<file path="src/rtl/tmrtc_pkg.sv">
package tmrtc_pkg;

   // Register byte addresses on the AXI4-Lite bus.
   localparam logic [11:0] TMRTC_CTRL_ADDR   = 12'hF79;  // Printed control register offset.
   // The byte address is four times the index; the bus decodes only 12 bits, so it aliases.
   localparam logic [11:0] TMRTC_CTRL_BYTE   = 12'(int'(TMRTC_CTRL_ADDR) * 4);
   localparam logic [11:0] TMRTC_LOW_BYTE    = 12'h000;  // Counter low byte.
   localparam logic [11:0] TMRTC_HIGH_BYTE   = 12'h004;  // Counter high byte.
   localparam logic [11:0] TMRTC_STATUS_BYTE = 12'h008;  // Sticky event flags, write one to clear.
   localparam logic [11:0] TMRTC_MASK_BYTE   = 12'h00C;  // Interrupt mask.
   localparam logic [11:0] TMRTC_CCP_BYTE    = 12'h010;  // Capture/compare time base selection.

   // Reset values.
   localparam logic [7:0]  TMRTC_CTRL_RESET  = 8'h00;
   localparam logic [15:0] TMRTC_COUNT_RESET = 16'h0000;

   // Clock source encodings.
   localparam logic [1:0]  TMRTC_SRC_INSTR   = 2'h0;
   localparam logic [1:0]  TMRTC_SRC_SYSTEM  = 2'h1;
   localparam logic [1:0]  TMRTC_SRC_PIN     = 2'h2;

   // Instruction clock is the system clock divided by four.
   localparam int          TMRTC_INSTR_DIV   = 4;

   // AXI response codes.
   localparam logic [1:0]  TMRTC_RESP_OKAY   = 2'h0;
   localparam logic [1:0]  TMRTC_RESP_SLVERR = 2'h2;

   // Control register layout, bit 7 down to bit 0.
   typedef struct packed {
      logic [1:0] count_clock_select;     // Counting source.
      logic [1:0] input_prescale_select;  // Prescale ratio.
      logic       reserved;               // Reads as zero.
      logic       ext_clock_sync_bypass;  // One picks the bypass path, which ticks the same as the synchronised one.
      logic       wide_access_mode;       // One gives 16-bit access through a buffer.
      logic       timer_run;              // One lets the counter advance.
   } tmrtc_ctrl_type;

endpackage : tmrtc_pkg

</file>
<file path="src/rtl/tmrtc_prescaler.sv">
`timescale 1ns/10ps
// Divides a tick stream by 1, 2, 4 or 8 and can be restarted from zero.
module tmrtc_prescaler (
   input  wire logic       sys_clk,
   input  wire logic       nrst,
   input  wire logic       tick_in,
   input  wire logic [1:0] ratio_sel,
   input  wire logic       restart,
   output logic            tick_out
);
   import tmrtc_pkg::*;

   logic [2:0] count_q;  // Ticks seen since the last output.
   logic [2:0] limit;    // Last count value before an output tick.

   // The ratio field is a power of two exponent.
   always_comb begin
      limit = 3'((4'h1 << ratio_sel) - 4'h1);
   end

   // Count input ticks; restart from software wins over counting.
   always_ff @(posedge sys_clk or negedge nrst) begin
      if (!nrst) begin
         count_q  <= 3'h0;
         tick_out <= 1'b0;
      end else if (restart) begin
         count_q  <= 3'h0;
         tick_out <= 1'b0;
      end else begin
         tick_out <= 1'b0;
         if (tick_in) begin
            if (count_q >= limit) begin
               count_q  <= 3'h0;
               tick_out <= 1'b1;
            end else begin
               count_q <= count_q + 3'h1;
            end
         end
      end
   end

   restart_clears_a: assert property (@(posedge sys_clk) disable iff (!nrst)
      restart |=> count_q == 3'h0) else $error("Prescaler did not restart.");

endmodule : tmrtc_prescaler

</file>
<file path="src/rtl/tmrtc_timer.sv">
// Local design decision: the AXI4-Lite interface to the registers.
`timescale 1ns/10ps
// Overview of operation
// - Sixteen-bit counter, timer or external counter.
// - Counter readable and writable as two bytes.
// - A separate register selects capture/compare time base.
// - Source field picks pin, system or instruction.
// - Prescale divides by one, two, four or eight.
// - Sync bit synchronises pin; ignored internally.
// - Wide mode buffers high byte for 16-bit access.
// - Special event trigger clears the counter.
// - Low byte write restarts the prescaler.
module tmrtc_timer (
   input  wire logic        sys_clk,
   input  wire logic        nrst,
   input  wire logic        external_count_pin,
   input  wire logic        special_event_trigger,
   input  wire logic [11:0] s_axi_awaddr,
   input  wire logic        s_axi_awvalid,
   output logic             s_axi_awready,
   input  wire logic [31:0] s_axi_wdata,
   input  wire logic [3:0]  s_axi_wstrb,
   input  wire logic        s_axi_wvalid,
   output logic             s_axi_wready,
   output logic [1:0]       s_axi_bresp,
   output logic             s_axi_bvalid,
   input  wire logic        s_axi_bready,
   input  wire logic [11:0] s_axi_araddr,
   input  wire logic        s_axi_arvalid,
   output logic             s_axi_arready,
   output logic [31:0]      s_axi_rdata,
   output logic [1:0]       s_axi_rresp,
   output logic             s_axi_rvalid,
   input  wire logic        s_axi_rready,
   output logic [1:0]       ccp_time_base,
   output logic             timer_irq
);
   import tmrtc_pkg::*;

   tmrtc_ctrl_type ctrl_q;        // Control register.
   logic [15:0]    count_q;       // The running count.
   logic [7:0]     high_buf_q;    // High byte buffer for wide access.
   logic [1:0]     ccp_sel_q;     // Capture/compare time base selection.
   logic           status_q;      // Sticky overflow flag.
   logic           mask_q;        // Overflow interrupt enable.
   logic [1:0]     instr_div_q;   // Instruction clock divider.
   logic [2:0]     pin_sync_q;    // Two synchroniser stages and an edge history.
   logic           pin_raw_q;     // Single stage history for the bypassed path.
   logic [11:0]    waddr_q;       // Latched write address.
   logic           waddr_ok_q;    // Write address held.
   logic [31:0]    wdata_q;       // Latched write data.
   logic [3:0]     wstrb_q;       // Latched strobes.
   logic           wdata_ok_q;    // Write data held.
   logic           src_tick;      // One tick of the selected source.
   logic           pre_tick;      // Tick after the prescaler.
   logic           wr_fire;       // Both write halves present.
   logic           wr_low;        // Write of low byte lands this cycle.
   logic           wr_high;       // Write of high byte lands this cycle.
   logic           overflow;      // Counter rolls over this cycle.

   // Returns true when the address matches one of the registers.
   function automatic logic addr_mapped(input logic [11:0] a);
      return a == TMRTC_CTRL_BYTE || a == TMRTC_LOW_BYTE || a == TMRTC_HIGH_BYTE ||
             a == TMRTC_STATUS_BYTE || a == TMRTC_MASK_BYTE || a == TMRTC_CCP_BYTE;
   endfunction : addr_mapped

   // Instruction clock divider, free running.
   always_ff @(posedge sys_clk or negedge nrst) begin
      if (!nrst) begin
         instr_div_q <= 2'h0;
      end else begin
         instr_div_q <= instr_div_q + 2'h1;
      end
   end

   // The pin passes two flip-flops; a third stage finds the rising edge.
   always_ff @(posedge sys_clk or negedge nrst) begin
      if (!nrst) begin
         pin_sync_q <= 3'h0;
         pin_raw_q  <= 1'b0;
      end else begin
         pin_sync_q <= {pin_sync_q[1:0], external_count_pin};
         pin_raw_q  <= pin_sync_q[1];
      end
   end

   // Source selection. The bypassed path still sits behind the two stages,
   // because this design has one clock; its own history stage matches the edge history stage.
   always_comb begin
      unique case (ctrl_q.count_clock_select)
         TMRTC_SRC_SYSTEM: src_tick = 1'b1;
         TMRTC_SRC_PIN: begin
            if (ctrl_q.ext_clock_sync_bypass) begin
               src_tick = pin_sync_q[1] & ~pin_raw_q;
            end else begin
               src_tick = pin_sync_q[1] & ~pin_sync_q[2];
            end
         end
         default: src_tick = instr_div_q == 2'(TMRTC_INSTR_DIV - 1);
      endcase
   end

   assign wr_fire = waddr_ok_q && wdata_ok_q && !s_axi_bvalid;
   assign wr_low  = wr_fire && waddr_q == TMRTC_LOW_BYTE && wstrb_q[0];
   assign wr_high = wr_fire && waddr_q == TMRTC_HIGH_BYTE && wstrb_q[0];

   tmrtc_prescaler u_prescaler (
      .sys_clk   (sys_clk),
      .nrst      (nrst),
      .tick_in   (src_tick & ctrl_q.timer_run),
      .ratio_sel (ctrl_q.input_prescale_select),
      .restart   (wr_low),
      .tick_out  (pre_tick)
   );

   assign overflow = pre_tick && ctrl_q.timer_run && count_q == 16'hFFFF;

   // Counter: trigger clear first, then software write, then counting.
   always_ff @(posedge sys_clk or negedge nrst) begin
      if (!nrst) begin
         count_q <= TMRTC_COUNT_RESET;
      end else if (special_event_trigger) begin
         count_q <= TMRTC_COUNT_RESET;
      end else if (wr_low) begin
         if (ctrl_q.wide_access_mode) begin
            count_q <= {high_buf_q, wdata_q[7:0]};
         end else begin
            count_q[7:0] <= wdata_q[7:0];
         end
      end else if (wr_high && !ctrl_q.wide_access_mode) begin
         count_q[15:8] <= wdata_q[7:0];
      end else if (pre_tick && ctrl_q.timer_run) begin
         count_q <= count_q + 16'h0001;
      end
   end

   // High byte buffer: loaded by any low byte read or high byte write, in either mode.
   always_ff @(posedge sys_clk or negedge nrst) begin
      if (!nrst) begin
         high_buf_q <= 8'h00;
      end else if (wr_high) begin
         high_buf_q <= wdata_q[7:0];
      end else if (s_axi_arvalid && s_axi_arready && s_axi_araddr == TMRTC_LOW_BYTE) begin
         high_buf_q <= count_q[15:8];
      end
   end

   // Control registers written from the bus.
   always_ff @(posedge sys_clk or negedge nrst) begin
      if (!nrst) begin
         ctrl_q    <= TMRTC_CTRL_RESET;
         ccp_sel_q <= 2'h0;
         mask_q    <= 1'b0;
      end else if (wr_fire && wstrb_q[0]) begin
         if (waddr_q == TMRTC_CTRL_BYTE) begin
            ctrl_q          <= wdata_q[7:0];
            ctrl_q.reserved <= 1'b0;
         end
         if (waddr_q == TMRTC_CCP_BYTE) begin
            ccp_sel_q <= wdata_q[1:0];
         end
         if (waddr_q == TMRTC_MASK_BYTE) begin
            mask_q <= wdata_q[0];
         end
      end
   end

   // Sticky overflow flag; a new overflow wins over a clear in the same cycle.
   always_ff @(posedge sys_clk or negedge nrst) begin
      if (!nrst) begin
         status_q <= 1'b0;
      end else if (overflow) begin
         status_q <= 1'b1;
      end else if (wr_fire && waddr_q == TMRTC_STATUS_BYTE && wstrb_q[0] && wdata_q[0]) begin
         status_q <= 1'b0;
      end
   end

   // Outputs from flip-flops.
   always_ff @(posedge sys_clk or negedge nrst) begin
      if (!nrst) begin
         timer_irq     <= 1'b0;
         ccp_time_base <= 2'h0;
      end else begin
         timer_irq     <= status_q & mask_q;
         ccp_time_base <= ccp_sel_q;
      end
   end

   // Write address and data channels, taken in either order.
   always_ff @(posedge sys_clk or negedge nrst) begin
      if (!nrst) begin
         waddr_q       <= 12'h000;
         waddr_ok_q    <= 1'b0;
         wdata_q       <= 32'h0000_0000;
         wstrb_q       <= 4'h0;
         wdata_ok_q    <= 1'b0;
         s_axi_awready <= 1'b0;
         s_axi_wready  <= 1'b0;
         s_axi_bvalid  <= 1'b0;
         s_axi_bresp   <= TMRTC_RESP_OKAY;
      end else begin
         s_axi_awready <= !waddr_ok_q && !(s_axi_awvalid && s_axi_awready);
         s_axi_wready  <= !wdata_ok_q && !(s_axi_wvalid && s_axi_wready);
         if (s_axi_awvalid && s_axi_awready) begin
            waddr_q    <= s_axi_awaddr;
            waddr_ok_q <= 1'b1;
         end
         if (s_axi_wvalid && s_axi_wready) begin
            wdata_q    <= s_axi_wdata;
            wstrb_q    <= s_axi_wstrb;
            wdata_ok_q <= 1'b1;
         end
         if (wr_fire) begin
            s_axi_bvalid <= 1'b1;
            s_axi_bresp  <= addr_mapped(waddr_q) ? TMRTC_RESP_OKAY : TMRTC_RESP_SLVERR;
         end else if (s_axi_bvalid && s_axi_bready) begin
            s_axi_bvalid <= 1'b0;
            waddr_ok_q   <= 1'b0;
            wdata_ok_q   <= 1'b0;
         end
      end
   end

   // Read channel: one read at a time, answer one cycle after the address.
   always_ff @(posedge sys_clk or negedge nrst) begin
      if (!nrst) begin
         s_axi_arready <= 1'b0;
         s_axi_rvalid  <= 1'b0;
         s_axi_rdata   <= 32'h0000_0000;
         s_axi_rresp   <= TMRTC_RESP_OKAY;
      end else begin
         s_axi_arready <= !s_axi_rvalid && !(s_axi_arvalid && s_axi_arready);
         if (s_axi_arvalid && s_axi_arready) begin
            s_axi_rvalid <= 1'b1;
            s_axi_rresp  <= addr_mapped(s_axi_araddr) ? TMRTC_RESP_OKAY : TMRTC_RESP_SLVERR;
            unique case (s_axi_araddr)
               TMRTC_CTRL_BYTE:   s_axi_rdata <= {24'h000000, ctrl_q};
               TMRTC_LOW_BYTE:    s_axi_rdata <= {24'h000000, count_q[7:0]};
               TMRTC_HIGH_BYTE:   s_axi_rdata <= {24'h000000,
                  ctrl_q.wide_access_mode ? high_buf_q : count_q[15:8]};
               TMRTC_STATUS_BYTE: s_axi_rdata <= {31'h0, status_q};
               TMRTC_MASK_BYTE:   s_axi_rdata <= {31'h0, mask_q};
               TMRTC_CCP_BYTE:    s_axi_rdata <= {30'h0, ccp_sel_q};
               default:           s_axi_rdata <= 32'h0000_0000;
            endcase
         end else if (s_axi_rvalid && s_axi_rready) begin
            s_axi_rvalid <= 1'b0;
         end
      end
   end

   // Checks on the counting, the flags and the outputs.
   trig_clears_a: assert property (@(posedge sys_clk) disable iff (!nrst)
      special_event_trigger |=> count_q == 16'h0000) else $error("Trigger did not clear.");
   stop_holds_a: assert property (@(posedge sys_clk) disable iff (!nrst)
      !ctrl_q.timer_run && !special_event_trigger && !wr_fire |=> $stable(count_q))
      else $error("Stopped counter moved.");
   count_step_a: assert property (@(posedge sys_clk) disable iff (!nrst)
      pre_tick && ctrl_q.timer_run && !special_event_trigger && !wr_fire
      |=> count_q == $past(count_q) + 16'h0001) else $error("Count did not step.");
   overflow_flag_a: assert property (@(posedge sys_clk) disable iff (!nrst)
      overflow |=> status_q ##1 timer_irq == mask_q) else $error("Overflow not flagged.");
   system_rate_a: assert property (@(posedge sys_clk) disable iff (!nrst)
      ctrl_q.count_clock_select == TMRTC_SRC_SYSTEM |-> src_tick)
      else $error("System source not ticking.");
   instr_rate_a: assert property (@(posedge sys_clk) disable iff (!nrst)
      ctrl_q.count_clock_select == TMRTC_SRC_INSTR && src_tick
      |=> (!src_tick || ctrl_q.count_clock_select != TMRTC_SRC_INSTR) [*3])
      else $error("Instruction source too fast.");
   wide_read_a: assert property (@(posedge sys_clk) disable iff (!nrst)
      s_axi_arvalid && s_axi_arready && s_axi_araddr == TMRTC_LOW_BYTE && !wr_high
      |=> high_buf_q == $past(count_q[15:8])) else $error("High buffer not loaded.");
   low_write_a: assert property (@(posedge sys_clk) disable iff (!nrst)
      wr_low && !special_event_trigger |=> count_q[7:0] == $past(wdata_q[7:0]))
      else $error("Low byte write lost.");
   ccp_select_a: assert property (@(posedge sys_clk) disable iff (!nrst)
      ##1 ccp_time_base == $past(ccp_sel_q)) else $error("Time base output stale.");

endmodule : tmrtc_timer
</file>
<file path="config.mk">
export PLATFORM = sky130hd
export DESIGN_NAME = tmrtc_timer
export DESIGN_NICKNAME = d
export VERILOG_FILES = /design/src/rtl/tmrtc_pkg.sv /design/src/rtl/tmrtc_prescaler.sv /design/src/rtl/tmrtc_timer.sv
export SDC_FILE = /design/constraint.sdc
export NUM_CORES = 1
export LEC_CHECK = 0
export ABC_CLOCK_PERIOD_IN_PS = 2600
export BUFFER_PORTS_ARGS = -buffer_cell sky130_fd_sc_hd__buf_2
export CORE_ASPECT_RATIO = 0.5
export CORE_UTILIZATION = 40
export DETAILED_ROUTE_END_ITERATION = 10
export GPL_TIMING_DRIVEN = 0
export HOLD_SLACK_MARGIN = 0.06
export PLACE_DENSITY = 0.7
export SETUP_SLACK_MARGIN = 0.5
export SLEW_MARGIN = 5
export SYNTH_ARGS = -nofsm -noshare
export SYNTH_HDL_FRONTEND = slang
export SYNTH_SLANG_ARGS = --single-unit
</file>
<file path="constraint.sdc">
create_clock -name sys_clk -period 2.6 [get_ports sys_clk]
set_input_delay 0.52 -clock sys_clk [delete_from_list [all_inputs] [get_ports sys_clk]]
set_output_delay 0.52 -clock sys_clk [all_outputs]
set_load 0.05 [all_outputs]
</file>
==> metrics.cfg <==
[setup_path]
end_kind = flop
cp.arrival_ns = 2.44
crit_chain = or4_4, nor3_4, buf_6, nand3_4, a211o_4, a211o_1, o211ai_1
cp.buffers_inverters = 1
cp_top_family = simple AND/OR/NAND/NOR gates
path_class = reg2reg
max_stage_delay_ns = 0.56
critPathLaunchType = flop
slowest_stage = or4_4
crit_fanout = 5
required_ns = 2.86

[global_route]
antenna_found_initial = 0
first_global_vias = 3386
grt-ovfl-total = 0
grt_usage = 0.198
grt_max_degree = 46
grt_pass1_wl_um = 17400

[timing]
finalCriticalPeriod_ns = 2.19
tightest_slew_ns = 0.760
min_period_over_period = 0.841
max_freq_ghz = 0.458
hold_viol_final = 0
worst_slack_ns = 0.414
final-setup-viol-count = 0
slew_headroom = 0.488
skew_ns = 0.00685
drv_slew = 0
rsz0062_at_grt = true

[pwr]
power_w = 0.00403
pwr-share-clk = 0.330
p_sw_w = 0.00136
power_density_nw_per_um2 = 716
vdd_ir_drop_max_uv = 585
swShare = 0.337
p_leak_nw = 2.53
combPwrFrac = 0.210
intPower_w = 0.00267
pwr-share-seq = 0.460

[logic_synthesis]
synth_warnings = 0
netlist.area_leader.share = 0.476
ys_ff_latch = 85
synth_top_flop_cell = dfrtp_1
synth_edf_count = 0
async_reset_ff_frac = 1.00
synth_cell_types = 58
synth_area_leaders = dfrtp_1 48%, mux2_2 9.3%, buf_4 4.4%
synth_area_per_cell_um2 = 10.8
ys_seq_area_frac = 0.476
synth_area_um2 = 4470
yosysTopAreaCell = dfrtp_1
synth_cells = 416

[route]
antenna_left = 0
routedWlPerCell_um = 16.0
dr.pass1.iters = 4
drtIter0Drc = 198
via_per_inst = 5.31
drc = 0
vias = 3562
drt_wl_total_um = 10800

[finish]
nets = 603
stdcell_count = 671
syn_to_final_growth_pct = 25.9
drive_gt1_frac = 0.350
nFillCells = 950
final_cell_mix = 85 x dfrtp_1, 61 x buf_2, 42 x nand2_1
final_common_cell = dfrtp_1
final_util = 0.534
antennaDiodeCount = 0
post-route-cell-area_um2 = 5630

[die]
rows = 26
die_area_um2 = 11600
initial_utilization = 0.424
die_w_um = 152
die_h_um = 76.8
io_pins = 113
core_um2 = 10500

[place]
routabilityCongestion = 0.874
detailed_place_hpwl_um = 7920
placed_cells = 641
pre_cts_slack_ns = -0.292
portBuffers = 59
dpl-instance-area_um2 = 5070

[cts]
cts_max_level = 3
clkTransAtPathRegs_ns = 0.06
clock_latency_ns = 0.35
cts_buffers = 9
clock-sinks = 85
cts_root_buf = clkbuf_16
cts_max_path_buffers = 2
cts_tree = built

[run_status]
outcome = finished, final reports clean

[flow_run]
maxCapViolations = 0

[worst_hold_path]
hold_path.class = in2async

-- cells by family (layout without fill, tap and decap cells) --
logic type	Yosys count	after routing	share of synthesized area
xor gates and xnor gates	15	15	0.0294
and+or+nand+nor	136	136	0.171
other	1	26	0.000838
adders and majority gates	8	8	0.0224
muxes	52	52	0.127
buffers and inverters	44	134	0.0624
AOI/OAI and AO/OA	75	75	0.111
DFF	85	85	0.476
-- worst register-to-register path, cell delays in order, from the launching register on --
cell and delay (ns):
dfrtp_1 0.41, or4_4 0.56, nor3_4 0.19, buf_6 0.19, nand3_4 0.07, a211o_4 0.35
a211o_1 0.23, o211ai_1 0.09
-- repair_timing --
item                                    CTS  global route
setup buffers                             3            10
cloned                                    1             0
endpoints found under the setup margin   39            40
pin swaps                                 4             6
resized for setup                        10            19
hold buffers                              0             0
-- stage by stage --
stage	hold WS (ns)	setup TNS, ns
CTS	0.170	0
detailed placement	0.337	-1.73
finish	0.153	0
global placement	0.336	-1.48
floorplan	0.224	0
global route	0.196	0
-- area by class of cell --
type / instances / area [um^2] / share of cell area
Buffer: 36 / 256 / 0.0456
Clock buffer: 10 / 239 / 0.0424
Clock inverter: 6 / 70.1 / 0.0124
Inverter: 8 / 30.0 / 0.00533
Multi-Input combinational cell: 312 / 2290 / 0.407
Sequential cell: 85 / 2130 / 0.378
Tap cell: 140 / 175 / 0.0311
Timing Repair Buffer: 74 / 440 / 0.0782
-- power groups by stage --
stage	Combinational, W	Sequential (W)	Clock, W
after floorplan	0.000487	0.00184	0
after global placement	0.000738	0.00184	0
after detailed placement	0.000762	0.00185	0
after CTS	0.000776	0.00184	0.00137
after global routing	0.000910	0.00188	0.00142
final	0.000844	0.00185	0.00133
-- path summary, 6_finish.rpt --
path                                     from       endpoint  slack [ns]  depth (start not counted)
max                                waddr_q[8]     count_q[8]        0.41                          7
min                                      nrst     waddr_q[6]        0.15                          1
max reg2reg                        waddr_q[8]     count_q[8]        0.41                          7
min reg2reg                     pin_sync_q[0]  pin_sync_q[1]        0.35                          0
max in group asynchronous                nrst  s_axi_arready        1.85                          2
min in group sys_clk       external_count_pin  pin_sync_q[0]        0.28                          1
-- registers in the layout, indices dropped and copies added (netlist names), 2 cells and up --
signal / count
high_buf_q: 8
wdata_q: 8
instr_div_q: 2
count_q: 16
ccp_sel_q: 2
u_prescaler.count_q: 3
s_axi_rdata: 8
waddr_q: 12
ctrl_q: 7
pin_sync_q: 2
ccp_time_base: 2
-- layer usage --
| layer | wire (um) | vias up | GRT usage |
|---|---|---|---|
| met3 | 804 | 15 | 0.0524 |
| met1 | 5090 | 1736 | 0.282 |
| met5 | 0 | - | 0 |
| met2 | 4700 | 118 | 0.290 |
| li1 | - | 1693 | - |
| met4 | 171 | 0 | 0.0653 |
-- cells in the mapped netlist (4+ instances only) --
library cell	instances
a221oi_1	4
nand2b_1	5
inv_1	8
nor4_1	8
a211oi_1	9
o21ai_0	27
dfrtp_1	85
nand2_1	42
nand3_1	7
mux2i_1	15
and3_1	5
mux2_2	37
nand4_1	8
a21oi_1	11
nor2_1	25
xnor2_1	13
clkbuf_1	7
buf_4	26
ha_1	8
nor3_1	7
Power figures use the tool's default switching activity.
